$ cat src/logic/rf_cond_pkg.sv
// shared constants and carriers for the rf signal conditioning block
package rf_cond_pkg;
  // register byte offsets
  localparam logic [7:0] OFS_HPF_CONTROL = 8'h00;
  localparam logic [7:0] OFS_PEAK_BW = 8'h04;
  localparam logic [7:0] OFS_DEFECT_BW = 8'h08;
  localparam logic [7:0] OFS_LOOP_CTRL = 8'h0C;
  localparam logic [7:0] OFS_MAX_PEAK = 8'h10;
  localparam logic [7:0] OFS_MIN_PEAK = 8'h14;
  localparam logic [7:0] OFS_AMPLITUDE = 8'h18;
  localparam logic [7:0] OFS_OFFSET = 8'h1C;
  localparam logic [7:0] OFS_GAIN = 8'h20;
  localparam logic [7:0] OFS_AMP_THR = 8'h24;
  localparam logic [7:0] OFS_INTEG_BW = 8'h28;
  localparam logic [7:0] OFS_GAIN_BOUNDS = 8'h2C;
  localparam logic [7:0] OFS_OFFSET_COMP = 8'h30;
  localparam logic [7:0] OFS_OFFSET_WIN = 8'h34;
  localparam logic [7:0] OFS_COMP_BOUNDS = 8'h38;
  // field positions
  localparam int HPF_CLEAR_BIT = 6;
  localparam int INV_BIT = 16;
  // reset values
  localparam logic [31:0] RST_LOOP_CTRL = 32'h0000_0180;
  localparam logic [31:0] RST_PEAK_BW = 32'h0000_0004;
  localparam logic [31:0] RST_AMP_THR = 32'h0000_C040;
  localparam logic [31:0] RST_INTEG_BW = 32'h0000_0044;
  localparam logic [31:0] RST_GAIN_BOUNDS = 32'h0000_00F0;
  localparam logic [31:0] RST_OFFSET_WIN = 32'h0000_8878;
  localparam logic [31:0] RST_COMP_BOUNDS = 32'h0000_2060;
  // fixed points and limits
  localparam int HPF_FRAC = 11;
  localparam int DECAY_OFS = 6;
  localparam logic [5:0] ADC_TOP = 6'h3F;
  localparam logic [2:0] DIV_MIN = 3'h1;
  localparam logic [2:0] DIV_MAX = 3'h5;
  // noise filter and decay settings of one peak path
  typedef struct packed {
    logic [3:0] noise_bw;
    logic [3:0] decay_bw;
  } peak_cfg_t;
  // a maximum and minimum pair
  typedef struct packed {
    logic [7:0] mx;
    logic [7:0] mn;
  } peak_pair_t;
endpackage

$ cat src/logic/rf_signal_conditioning.sv
// rf sample averaging, high-pass filter, peak detectors, gain/offset loops
`timescale 1ns/1ps
`default_nettype none
module rf_signal_conditioning
  import rf_cond_pkg::*;
(
  // clock and reset
  input wire logic mclk,
  input wire logic rstn,
  // apb slave
  input wire logic psel,
  input wire logic penable,
  input wire logic pwrite,
  input wire logic [7:0] paddr,
  input wire logic [31:0] pwdata,
  output logic [31:0] prdata,
  output logic pready,
  output logic pslverr,
  // adc samples and defect hold
  input wire logic [5:0] adc_sample,
  input wire logic defect_hold,
  // conditioned stream
  output logic [7:0] hpf_out,
  output logic hpf_valid,
  // analog gain and offset steering
  output logic [3:0] coarse_gain,
  output logic [3:0] fine_gain,
  output logic [6:0] offset_comp_code,
  // decay peaks toward the defect detector
  output peak_pair_t defect_peaks
);

  // software registers
  logic [31:0] hpf_control_r, hpf_control_nxt;
  peak_cfg_t peak_bandwidth_cfg_r, peak_bandwidth_cfg_nxt;
  peak_cfg_t defect_peak_bw_cfg_r, defect_peak_bw_cfg_nxt;
  logic [31:0] gain_offset_loop_ctrl_r, gain_offset_loop_ctrl_nxt;
  logic [31:0] thr_r, thr_nxt, ibw_r, ibw_nxt, gbnd_r, gbnd_nxt;
  logic [31:0] owin_r, owin_nxt, cbnd_r, cbnd_nxt;
  logic [31:0] prdata_r, prdata_nxt;
  logic pslverr_r, pslverr_nxt;
  logic setup, wr;
  logic [7:0] meas_amplitude, meas_offset;
  logic [8:0] meas_sum;
  peak_pair_t meas_peaks;

  function automatic logic hit(input logic [7:0] ofs);
    hit = wr && paddr == ofs;
  endfunction

  assign setup = psel && !penable;
  assign wr = psel && penable && pwrite;
  assign pready = penable;
  assign prdata = prdata_r;
  assign pslverr = pslverr_r;
  assign meas_sum = {1'b0, meas_peaks.mx} + {1'b0, meas_peaks.mn};
  assign meas_amplitude = meas_peaks.mx - meas_peaks.mn;
  assign meas_offset = meas_sum[8:1];

  // register writes and read mux, read data latched in setup
  always_comb begin
    hpf_control_nxt = hit(OFS_HPF_CONTROL) ? pwdata : hpf_control_r;
    peak_bandwidth_cfg_nxt = hit(OFS_PEAK_BW) ? pwdata[7:0]
                                              : peak_bandwidth_cfg_r;
    defect_peak_bw_cfg_nxt = hit(OFS_DEFECT_BW) ? pwdata[7:0]
                                                : defect_peak_bw_cfg_r;
    gain_offset_loop_ctrl_nxt = hit(OFS_LOOP_CTRL) ? pwdata
                                                   : gain_offset_loop_ctrl_r;
    thr_nxt = hit(OFS_AMP_THR) ? pwdata : thr_r;
    ibw_nxt = hit(OFS_INTEG_BW) ? pwdata : ibw_r;
    gbnd_nxt = hit(OFS_GAIN_BOUNDS) ? pwdata : gbnd_r;
    owin_nxt = hit(OFS_OFFSET_WIN) ? pwdata : owin_r;
    cbnd_nxt = hit(OFS_COMP_BOUNDS) ? pwdata : cbnd_r;
    prdata_nxt = prdata_r;
    pslverr_nxt = pslverr_r;
    if (setup) begin
      pslverr_nxt = 1'b0;
      unique case (paddr)
        OFS_HPF_CONTROL: prdata_nxt = {25'h0, hpf_control_r[6:0]};
        OFS_PEAK_BW: prdata_nxt = {24'h0, peak_bandwidth_cfg_r};
        OFS_DEFECT_BW: prdata_nxt = {24'h0, defect_peak_bw_cfg_r};
        OFS_LOOP_CTRL: prdata_nxt = {21'h0, gain_offset_loop_ctrl_r[10:0]};
        OFS_MAX_PEAK: prdata_nxt = {24'h0, meas_peaks.mx};
        OFS_MIN_PEAK: prdata_nxt = {24'h0, meas_peaks.mn};
        OFS_AMPLITUDE: prdata_nxt = {24'h0, meas_amplitude};
        OFS_OFFSET: prdata_nxt = {24'h0, meas_offset};
        OFS_GAIN: prdata_nxt = {24'h0, coarse_gain, fine_gain};
        OFS_AMP_THR: prdata_nxt = {16'h0, thr_r[15:0]};
        OFS_INTEG_BW: prdata_nxt = {24'h0, ibw_r[7:0]};
        OFS_GAIN_BOUNDS: prdata_nxt = {24'h0, gbnd_r[7:0]};
        OFS_OFFSET_COMP: prdata_nxt = {25'h0, offset_comp_code};
        OFS_OFFSET_WIN: prdata_nxt = {15'h0, owin_r[16:0]};
        OFS_COMP_BOUNDS: prdata_nxt = {17'h0, cbnd_r[14:0]};
        default: begin
          prdata_nxt = 32'h0000_0000;
          pslverr_nxt = 1'b1;
        end
      endcase
    end
  end

  always_ff @(posedge mclk or negedge rstn) begin
    if (!rstn) begin
      hpf_control_r <= 32'h0000_0000;
      peak_bandwidth_cfg_r <= RST_PEAK_BW[7:0];
      defect_peak_bw_cfg_r <= RST_PEAK_BW[7:0];
      gain_offset_loop_ctrl_r <= RST_LOOP_CTRL;
      thr_r <= RST_AMP_THR;
      ibw_r <= RST_INTEG_BW;
      gbnd_r <= RST_GAIN_BOUNDS;
      owin_r <= RST_OFFSET_WIN;
      cbnd_r <= RST_COMP_BOUNDS;
      prdata_r <= 32'h0000_0000;
      pslverr_r <= 1'b0;
    end else begin
      hpf_control_r <= hpf_control_nxt;
      peak_bandwidth_cfg_r <= peak_bandwidth_cfg_nxt;
      defect_peak_bw_cfg_r <= defect_peak_bw_cfg_nxt;
      gain_offset_loop_ctrl_r <= gain_offset_loop_ctrl_nxt;
      thr_r <= thr_nxt;
      ibw_r <= ibw_nxt;
      gbnd_r <= gbnd_nxt;
      owin_r <= owin_nxt;
      cbnd_r <= cbnd_nxt;
      prdata_r <= prdata_nxt;
      pslverr_r <= pslverr_nxt;
    end
  end

  // sample averager: one tick and one 8-bit value per 2^k samples
  logic [2:0] div_k;
  logic [4:0] cnt_r, cnt_nxt;
  logic [10:0] sum_r, sum_nxt, sum_all;
  logic [7:0] avg_r, avg_nxt;
  logic tick_r, tick_nxt;
  logic [12:0] sum_x4;
  assign div_k = (gain_offset_loop_ctrl_r[10:8] < DIV_MIN) ? DIV_MIN :
                 (gain_offset_loop_ctrl_r[10:8] > DIV_MAX) ? DIV_MAX :
                 gain_offset_loop_ctrl_r[10:8];
  assign sum_all = sum_r + {5'h0, adc_sample};
  assign sum_x4 = {sum_all, 2'b00} >> div_k;
  always_comb begin
    cnt_nxt = cnt_r + 5'h1;
    sum_nxt = sum_all;
    avg_nxt = avg_r;
    tick_nxt = 1'b0;
    if (cnt_r >= 5'((6'h1 << div_k) - 6'h1)) begin
      cnt_nxt = 5'h0;
      sum_nxt = 11'h000;
      avg_nxt = sum_x4[7:0];
      tick_nxt = 1'b1;
    end
  end
  always_ff @(posedge mclk or negedge rstn) begin
    if (!rstn) begin
      cnt_r <= 5'h0;
      sum_r <= 11'h000;
      avg_r <= 8'h00;
      tick_r <= 1'b0;
    end else begin
      cnt_r <= cnt_nxt;
      sum_r <= sum_nxt;
      avg_r <= avg_nxt;
      tick_r <= tick_nxt;
    end
  end

  // high-pass as input minus a low-pass held in 2^-11 units
  logic signed [19:0] lp_r, lp_nxt;
  logic signed [20:0] hp_err;
  logic signed [27:0] hp_prod;
  logic signed [9:0] hp_val;
  logic [7:0] hpf_out_r, hpf_out_nxt;
  logic hpf_valid_r, hpf_clr;
  assign hpf_clr = hpf_control_r[HPF_CLEAR_BIT];
  assign hp_err = {1'b0, avg_r, 11'h000} - {lp_r[19], lp_r};
  assign hp_prod = hp_err * $signed({1'b0, hpf_control_r[5:0]});
  assign hp_val = $signed({2'b00, avg_r}) - $signed(lp_r[19:HPF_FRAC]);
  always_comb begin
    lp_nxt = lp_r;
    hpf_out_nxt = hpf_out_r;
    if (hpf_clr) begin
      lp_nxt = 20'sh0;
      hpf_out_nxt = 8'h00;
    end else if (tick_r) begin
      if (!defect_hold)
        lp_nxt = lp_r + 20'($signed(hp_prod[27:HPF_FRAC]));
      if (hp_val > 10'sd127)
        hpf_out_nxt = 8'h7F;
      else if (hp_val < -10'sd128)
        hpf_out_nxt = 8'h80;
      else
        hpf_out_nxt = hp_val[7:0];
    end
  end
  always_ff @(posedge mclk or negedge rstn) begin
    if (!rstn) begin
      lp_r <= 20'sh0;
      hpf_out_r <= 8'h00;
      hpf_valid_r <= 1'b0;
    end else begin
      lp_r <= lp_nxt;
      hpf_out_r <= hpf_out_nxt;
      hpf_valid_r <= tick_r;
    end
  end
  assign hpf_out = hpf_out_r;
  assign hpf_valid = hpf_valid_r;

  // decay peak detectors: 0 measurement, 1 defect path
  peak_cfg_t pcfg [2];
  logic [15:0] nf_r [2];
  logic [23:0] mx_r [2];
  logic [23:0] mn_r [2];
  assign pcfg[0] = peak_bandwidth_cfg_r;
  assign pcfg[1] = defect_peak_bw_cfg_r;
  genvar g;
  generate
    for (g = 0; g < 2; g++) begin : g_decay
      logic [15:0] nf_nxt;
      logic [23:0] mx_nxt, mn_nxt;
      logic [7:0] x;
      logic [4:0] m;
      logic signed [16:0] d;
      assign m = 5'(pcfg[g].decay_bw) + 5'(DECAY_OFS);
      assign d = $signed({1'b0, avg_r, 8'h00}) - $signed({1'b0, nf_r[g]});
      assign x = (pcfg[g].noise_bw == 4'h0) ? avg_r : nf_r[g][15:8];
      always_comb begin
        nf_nxt = nf_r[g];
        mx_nxt = mx_r[g];
        mn_nxt = mn_r[g];
        if (tick_r) begin
          nf_nxt = nf_r[g] + 16'(d >>> pcfg[g].noise_bw);
          if (x >= mx_r[g][23:16])
            mx_nxt = {x, 16'h0000};
          else
            mx_nxt = mx_r[g] - (mx_r[g] >> m);
          if (x <= mn_r[g][23:16])
            mn_nxt = {x, 16'h0000};
          else
            mn_nxt = mn_r[g] + ((24'hFFFFFF - mn_r[g]) >> m);
        end
      end
      always_ff @(posedge mclk or negedge rstn) begin
        if (!rstn) begin
          nf_r[g] <= 16'h0000;
          mx_r[g] <= 24'h000000;
          mn_r[g] <= 24'hFFFFFF;
        end else begin
          nf_r[g] <= nf_nxt;
          mx_r[g] <= mx_nxt;
          mn_r[g] <= mn_nxt;
        end
      end
    end
  endgenerate
  assign meas_peaks = {mx_r[0][23:16], mn_r[0][23:16]};
  assign defect_peaks = {mx_r[1][23:16], mn_r[1][23:16]};

  // window peak detector over 2^n ticks, fed by the measurement noise filter
  logic [15:0] wcnt_r, wcnt_nxt;
  logic [7:0] wmx_r, wmx_nxt, wmn_r, wmn_nxt, wx;
  peak_pair_t win_r, win_nxt;
  logic clip_r, clip_nxt, wclip_r, wclip_nxt, wdone_r, wdone_nxt;
  logic [15:0] wlast;
  assign wx = (pcfg[0].noise_bw == 4'h0) ? avg_r : nf_r[0][15:8];
  assign wlast = 16'((17'h1 << gain_offset_loop_ctrl_r[7:4]) - 17'h1);
  always_comb begin
    wcnt_nxt = wcnt_r;
    wmx_nxt = wmx_r;
    wmn_nxt = wmn_r;
    win_nxt = win_r;
    wclip_nxt = wclip_r;
    wdone_nxt = 1'b0;
    clip_nxt = clip_r || adc_sample == ADC_TOP || adc_sample == 6'h00;
    if (tick_r) begin
      wmx_nxt = (wx > wmx_r) ? wx : wmx_r;
      wmn_nxt = (wx < wmn_r) ? wx : wmn_r;
      wcnt_nxt = wcnt_r + 16'h1;
      if (wcnt_r >= wlast) begin
        win_nxt = {wmx_nxt, wmn_nxt};
        wclip_nxt = clip_nxt;
        wdone_nxt = 1'b1;
        wcnt_nxt = 16'h0;
        wmx_nxt = 8'h00;
        wmn_nxt = 8'hFF;
        clip_nxt = 1'b0;
      end
    end
  end
  always_ff @(posedge mclk or negedge rstn) begin
    if (!rstn) begin
      wcnt_r <= 16'h0;
      wmx_r <= 8'h00;
      wmn_r <= 8'hFF;
      win_r <= 16'h0000;
      clip_r <= 1'b0;
      wclip_r <= 1'b0;
      wdone_r <= 1'b0;
    end else begin
      wcnt_r <= wcnt_nxt;
      wmx_r <= wmx_nxt;
      wmn_r <= wmn_nxt;
      win_r <= win_nxt;
      clip_r <= clip_nxt;
      wclip_r <= wclip_nxt;
      wdone_r <= wdone_nxt;
    end
  end

  // gain and offset loops: integrate window requests, step past hysteresis
  logic [7:0] w_amp, w_off;
  logic [8:0] w_sum;
  logic g_up, g_dn, o_hi, o_lo, o_up, o_dn, inv;
  logic signed [15:0] gint_r, gint_nxt, oint_r, oint_nxt, gthr, othr;
  logic [3:0] fine_r, fine_nxt, coarse_r, coarse_nxt;
  logic signed [6:0] comp_r, comp_nxt, c_lo, c_hi;
  assign w_amp = win_r.mx - win_r.mn;
  assign w_sum = {1'b0, win_r.mx} + {1'b0, win_r.mn};
  assign w_off = w_sum[8:1];
  assign g_up = w_amp < thr_r[7:0];
  assign g_dn = w_amp > thr_r[15:8] || wclip_r;
  assign inv = owin_r[INV_BIT];
  assign o_hi = w_off > owin_r[15:8];
  assign o_lo = w_off < owin_r[7:0];
  assign o_dn = inv ? o_lo : o_hi;
  assign o_up = inv ? o_hi : o_lo;
  assign gthr = 16'sh1 <<< ibw_r[3:0];
  assign othr = 16'sh1 <<< ibw_r[7:4];
  assign c_lo = cbnd_r[6:0];
  assign c_hi = cbnd_r[14:8];
  always_comb begin
    gint_nxt = gint_r;
    oint_nxt = oint_r;
    fine_nxt = fine_r;
    coarse_nxt = coarse_r;
    comp_nxt = comp_r;
    if (wdone_r && gain_offset_loop_ctrl_r[0]) begin
      gint_nxt = gint_r + (g_dn ? -16'sh1 : g_up ? 16'sh1 : 16'sh0);
      if (gint_nxt >= gthr) begin
        gint_nxt = 16'sh0;
        if (fine_r < gbnd_r[7:4])
          fine_nxt = fine_r + 4'h1;
      end else if (gint_nxt <= -gthr) begin
        gint_nxt = 16'sh0;
        if (fine_r > gbnd_r[3:0])
          fine_nxt = fine_r - 4'h1;
      end
    end
    if (wdone_r && gain_offset_loop_ctrl_r[1]) begin
      oint_nxt = oint_r + (o_dn ? -16'sh1 : o_up ? 16'sh1 : 16'sh0);
      if (oint_nxt >= othr) begin
        oint_nxt = 16'sh0;
        if (comp_r < c_hi)
          comp_nxt = comp_r + 7'sd1;
      end else if (oint_nxt <= -othr) begin
        oint_nxt = 16'sh0;
        if (comp_r > c_lo)
          comp_nxt = comp_r - 7'sd1;
      end
    end
    if (hit(OFS_GAIN)) begin
      fine_nxt = pwdata[3:0];
      coarse_nxt = pwdata[7:4];
    end
    if (hit(OFS_OFFSET_COMP))
      comp_nxt = pwdata[6:0];
  end
  always_ff @(posedge mclk or negedge rstn) begin
    if (!rstn) begin
      gint_r <= 16'sh0;
      oint_r <= 16'sh0;
      fine_r <= 4'h0;
      coarse_r <= 4'h0;
      comp_r <= 7'sh0;
    end else begin
      gint_r <= gint_nxt;
      oint_r <= oint_nxt;
      fine_r <= fine_nxt;
      coarse_r <= coarse_nxt;
      comp_r <= comp_nxt;
    end
  end
  assign fine_gain = fine_r;
  assign coarse_gain = coarse_r;
  assign offset_comp_code = comp_r;

  // checks; the divider seen one cycle after a tick sets the next gap
  logic x_hi_meas;
  assign x_hi_meas = pcfg[0].noise_bw == 4'h0 && avg_r >= meas_peaks.mx;
endmodule
`default_nettype wire

$ cat config.mk
export PLATFORM = sky130hd
export DESIGN_NAME = rf_signal_conditioning
export DESIGN_NICKNAME = d
export VERILOG_FILES = /design/src/logic/rf_cond_pkg.sv /design/src/logic/rf_signal_conditioning.sv
export SDC_FILE = /design/constraint.sdc
export NUM_CORES = 2
export LEC_CHECK = 0
export ABC_AREA = 1
export BUFFER_PORTS_ARGS = -buffer_cell sky130_fd_sc_hd__clkbuf_2
export CORE_MARGIN = 3
export CORE_UTILIZATION = 65
export CTS_CLUSTER_SIZE = 25
export DETAILED_ROUTE_END_ITERATION = 6
export GPL_ROUTABILITY_DRIVEN = 1
export HOLD_SLACK_MARGIN = 0.15
export PLACE_DENSITY_LB_ADDON = 0.1
export SYNTH_ARGS = -nofsm -noshare
export SYNTH_HDL_FRONTEND = slang
export SYNTH_SLANG_ARGS = --single-unit
$ cat constraint.sdc
create_clock -name mclk -period 10.25 [get_ports mclk]
set_input_delay 0.5125 -clock mclk [delete_from_list [all_inputs] [get_ports mclk]]
set_output_delay 0.5125 -clock mclk [all_outputs]
set_load 0.005 [all_outputs]
[Yosys cells after proc, flatten, opt, wreduce, memory -nomap -nowiden]
Cells that the tools add are included.
Operators by class
  shift operators: 11
  eq/ne operators: 18
  muxes and demuxes: 51
  magnitude comparators: 24
  multipliers: 1
  $add $sub $neg: 32
  reductions and logical operators: 36
Operators by type and width (number)
  17-bit one-hot mux with 15 select lines: 1
  16-bit 2-to-1 mux: 7
  24-bit 2-to-1 mux: 4
  24-bit by 5-bit >> shifter with 24-bit output: 4
  8-bit 2-to-1 mux: 10
  16-bit adder: 4
  20-bit 2-to-1 mux: 3
  8-bit by 6-bit == test with 1-bit output, second input constant: 7
  24-bit adder: 2
  16-bit >= comparator: 3
  24-bit subtractor: 2
  24-bit subtractor, first input constant: 2
  7-bit 2-to-1 mux: 6
  17-bit by 4-bit >>> shifter with 16-bit output: 2
  16-bit by 16-bit subtractor with 17-bit output: 2
  8-bit by 5-bit == test with 1-bit output, second input constant: 4
  16-bit <= comparator: 2
  16-bit negator: 2
  2-bit by 4-bit <<< shifter with 16-bit output, first input constant: 2
  21-bit by 7-bit multiplier with 28-bit output: 1
  8-bit > comparator: 3
  8-bit less-than comparator: 3
  4-bit 2-to-1 mux: 6
  20-bit by 20-bit subtractor with 21-bit output: 1
  other kinds (48): 90
Word-level totals
  word-level logic and storage cells: 212
  bits in registers: 411

[Depth between registers and ports, before layout]
  word-level depth: 11
  gate-level depth with buffers: 52

[Worst setup path before layout]
Ideal clock, no wire load.
  path type: reg2reg
  start point: register win_r[0] (netlist bit)
  end point: register comp_r[5], in the netlist offset_comp_code[5]
  library setup time: 117 ps
  slack: 3449 ps
  period minus slack after synthesis: 6801 ps
  buffers on the path: 0
  arrival time: 6684 ps
  stages on the path, launching flop included: 46
  cell sequence: dfrtp_1 ha_1 fa_1 a21oi_1 o21bai_1 a21oi_1 o21bai_1 a21oi_1 o21bai_1 ha_1 a21oi_1 o21a_1 a21boi_0 nand2_1 nand2_1 inv_1 fa_1 o21ai_2 [10 not listed] nand4_1 nor2_1 nor3_1 nand3_1 nand3_1 inv_1 ha_1 a21oi_1 inv_1 a31oi_1 nor2_1 o21ai_0 nand2_1 xor2_1 nand2_1 o21ai_0 nand2_1 nand2_1
Between the ends
  word-level cells in the longest chain between the ends: 10
  elaborated cells on any way between the ends: 17
RTL lines
  from (decl): RTL line rf_signal_conditioning.sv:263  | peak_pair_t win_r, win_nxt;
  from (signal assigned): RTL line rf_signal_conditioning.sv:304  | win_r <= win_nxt;
  8-bit by 8-bit adder with 9-bit output *: RTL line rf_signal_conditioning.sv:319  | assign w_sum = {1'b0, win_r.mx} + {1'b0, win_r.mn};
  8-bit less-than comparator or 8-bit > comparator (tied branches): RTL line rf_signal_conditioning.sv:325, rf_signal_conditioning.sv:324
  1-bit 2-to-1 mux: RTL line rf_signal_conditioning.sv:327  | assign o_up = inv ? o_hi : o_lo;
  1-bit 2-to-1 mux: RTL line rf_signal_conditioning.sv:351  | oint_nxt = oint_r + (o_dn ? -16'sh1 : o_up ? 16'sh1 : 16'sh0);
  16-bit 2-to-1 mux *: RTL line rf_signal_conditioning.sv:351
  16-bit adder *: RTL line rf_signal_conditioning.sv:351
  16-bit >= comparator: RTL line rf_signal_conditioning.sv:352  | if (oint_nxt >= othr) begin
  7-bit 2-to-1 mux: RTL line rf_signal_conditioning.sv:352
  7-bit 2-to-1 mux: RTL line rf_signal_conditioning.sv:350  | if (wdone_r && gain_offset_loop_ctrl_r[1]) begin
  7-bit 2-to-1 mux: RTL line rf_signal_conditioning.sv:366  | if (hit(OFS_OFFSET_COMP))
  to (signal assigned): RTL line rf_signal_conditioning.sv:381  | comp_r <= comp_nxt;
  to (decl): RTL line rf_signal_conditioning.sv:317  | logic signed [6:0] comp_r, comp_nxt, c_lo, c_hi;
Mark *: on every way between the ends. The rest lies on a longest branch, timed or not. The select of a mux whose other input is x is not followed.
A chain may end at the register's enable or synchronous reset.

[Worst setup path after layout]
  start point: register win_r[2] (netlist bit)
  end point: register comp_r[5], in the netlist offset_comp_code[5]
Same word-level chain as after synthesis.

==> impl_metrics.tcl <==
set metrics [dict create \
    outcome "finished, final reports clean" \
    synth.top_cells.by_area "dfrtp_1, ha_1, nand2_1" \
    drtIter0Drc 4181 \
    fin_tns_setup_ns 0 \
    avgSynthCellArea_um2 6.988 \
    grt_max_degree 159 \
    core_area_um2 63310 \
    tightest_slew_ns 1.259 \
    gp_congestion 1.027 \
    drc 0 \
    die_x_um 259.2 \
    io_buffers 95 \
    ys_async_sr_fraction 1.000 \
    dieArea_um2 67200 \
    start_util 0.6584 \
    synth_ff_type "dfrtp_1" \
    drt_wl_total_mm 124.5 \
    final_area_um2 44330 \
    worst_r2r_path_depth 48 \
    clock_path_buffers 3 \
    final-setup-viol-count 0 \
    drive_gt1_frac 0.07275 \
    ctsResizeCount 0 \
    yosys.area.top_type "dfrtp_1" \
    cts_tree "done" \
    crit_path_frequent_cell "nand2_1" \
    fmax_ghz 0.1205 \
    hold_depth 3 \
    r2r_slack_ns 1.95 \
    synth_seq_area_share 0.2401 \
    rsz0062_at_grt "false" \
    crit_fanout 17 \
    wl_per_cell_um 18.17 \
    grt-ovfl-total 0 \
    yosysWarnings 0 \
    synthCells 5965 \
    dp_hpwl_mm 96.12 \
    timing.final.crit_share 0.8095 \
    clock_latency_ns 0.63 \
    antenna_left 0 \
    cts_made_buffers 51 \
    crit_path_max_incr_delay_ns 0.62 \
    placed_area_um2 42580 \
    cp_data_required_time_ns 10.77 \
    post-route-min-period_ns 8.298 \
    maxCapViolCount 0 \
    cts_max_level 2 \
    grt_pass1_wl_mm 200.6 \
    synth-seq-cells 396 \
    nets 6582 \
    ys_types 90 \
    critPathKind "reg2reg" \
    clkSlewWorstSetupHoldPaths_ns 0.06 \
    finalHoldViolations 0 \
    grt_use_total 0.3672 \
    cts_root_buf "clkbuf_16" \
    endpoint_kind "flip-flop" \
    crit_slowest_cell "nand2_1" \
    avgViaCountPerCell 5.996 \
    areaGrowthSynthToFinish_pct 6.352 \
    first_pass_iters 6 \
    final.setup.worst_slack_ns 1.953 \
    synth_top_area_frac 0.1909 \
    skew_ns 0.03179 \
    synth_edf_count 0 \
    slew_violations 0 \
    slew_headroom 0.1518 \
    fp.dieH_um 259.2 \
    via_count 41100 \
    pre_cts_ws_ns 2.114 \
    arrival_ns 8.82 \
    rows 92 \
    start_kind "flip-flop" \
    antenna_found_initial 4 \
    grt_pass1_vias 38280 \
    io_pins 126 \
    min_path_type "in2reg" \
    syn_area_um2 41680 \
    cts_num_sinks 396 \
]
[placed cells by master, fill, tap and decap left out, types with 116 or more instances in the layout]
cell,synthesis,layout
dfrtp_1,318,316
ha_1,462,462
o21ai_1,119,119
nand2_1,1443,1443
o21ai_0,579,579
nor2_1,409,409
a21oi_1,398,398
inv_1,751,750
xor2_1,116,116
nand3_1,267,267
[path summary, 6_finish.rpt]
| kind | from | end |
|---|---|---|
| max | win_r[2] | offset_comp_code[5] |
| min | pwdata[4] | coarse_gain[0] |
| max reg2reg | win_r[2] | offset_comp_code[5] |
| min reg2reg | thr_r[14] | thr_r[14] |
| max in group asynchronous | rstn | nf_r[5] |
| min in group asynchronous | rstn | oint_r[13] |
[per-stage QoR]
step           cells  hold slack (ns)    util
6_report        6855           0.1960  0.7002
5_1_grt         6854           0.1972  0.7002
2_1_floorplan   5982           0.2169       -
3_5_place_dp    6752           0.4639  0.6725
4_1_cts         6853           0.1507  0.7001
3_3_place_gp    6752           0.4536  0.6725
[cell usage after synthesis, types with 8 or more instances]
master	number
xor2_1	116
nand2_2	16
clkinv_1	13
ha_1	462
dfstp_2	78
buf_4	33
o22ai_1	69
nand4_1	67
buf_2	18
o21bai_1	30
nor3_1	51
dfrtp_1	318
a22o_1	13
clkbuf_1	120
o211ai_1	61
nor2_1	409
a221oi_1	9
o31ai_1	12
mux2i_1	18
o21ai_1	119
o221ai_1	10
or2_2	20
a22oi_2	8
nor2_2	17
or2_1	8
a211oi_1	9
a21o_1	19
nor4_1	17
a31oi_1	30
a21oi_1	398
o21a_1	16
nand2_1	1443
inv_2	33
nand3_1	267
inv_1	751
o21ai_2	16
buf_1	17
fa_1	103
o21ai_0	579
xnor2_1	59
[logic make-up after synthesis]
| kind of cell | Yosys count | share of synthesized area |
|---|---|---|
| and+or+nand+nor | 2362 | 0.2379 |
| AOI/OAI and AO/OA | 1452 | 0.1976 |
| buffers and inverters | 991 | 0.09341 |
| adders and majority gates | 565 | 0.1881 |
| DFF | 396 | 0.2401 |
| xor gates and xnor gates | 178 | 0.03812 |
| muxes | 19 | 0.004592 |
| other | 2 | 0.0001802 |
[layout make-up]
class	count	area, µm²
sequential	396	10010
fill	5564	18980
clock inverter	28	291.5
multi-input combinational	4595	27850
tap	846	1059
timing repair buffer	122	715.7
clock buffer	67	1396
antenna	2	5.005
inverter	799	3005
[worst max-delay path: cells and delay by family (launching register included)]
family / cells / cell delay (ns)
AO/OA/AOI/OAI: 13 / 2.05
XOR/XNOR: 3 / 0.71
adder cells (fa/ha/maj): 5 / 1.82
buffers and inverters: 5 / 0.51
flip-flops: 1 / 0.39
AND/OR/NAND/NOR: 22 / 2.70
[state kept, by name (all words and copies together), names as in the netlist, 17 cells and up]
register and cells:
owin_r 17, prdata 17, mn_r 32, lp_r 20, mx_r 32, nf_r 32
[routing by layer]
layer / share of wire / up-vias / wire length (µm) / GRT usage
met5: 0.00026 / - / 32 / 0
met4: 0.032 / 4 / 4018 / 0.1110
li1: - / 19890 / - / -
met1: 0.43 / 19150 / 53390 / 0.5157
met3: 0.089 / 277 / 11120 / 0.05492
met2: 0.45 / 1780 / 55980 / 0.5881
[timing repair]
item	in CTS	in global routing
setup buffers	0	0
hold endpoints to repair	68	0
hold buffers	6	0
Power is not shown: default switching activity piles up to over one toggle a cycle in this logic, so the estimate is an artifact.
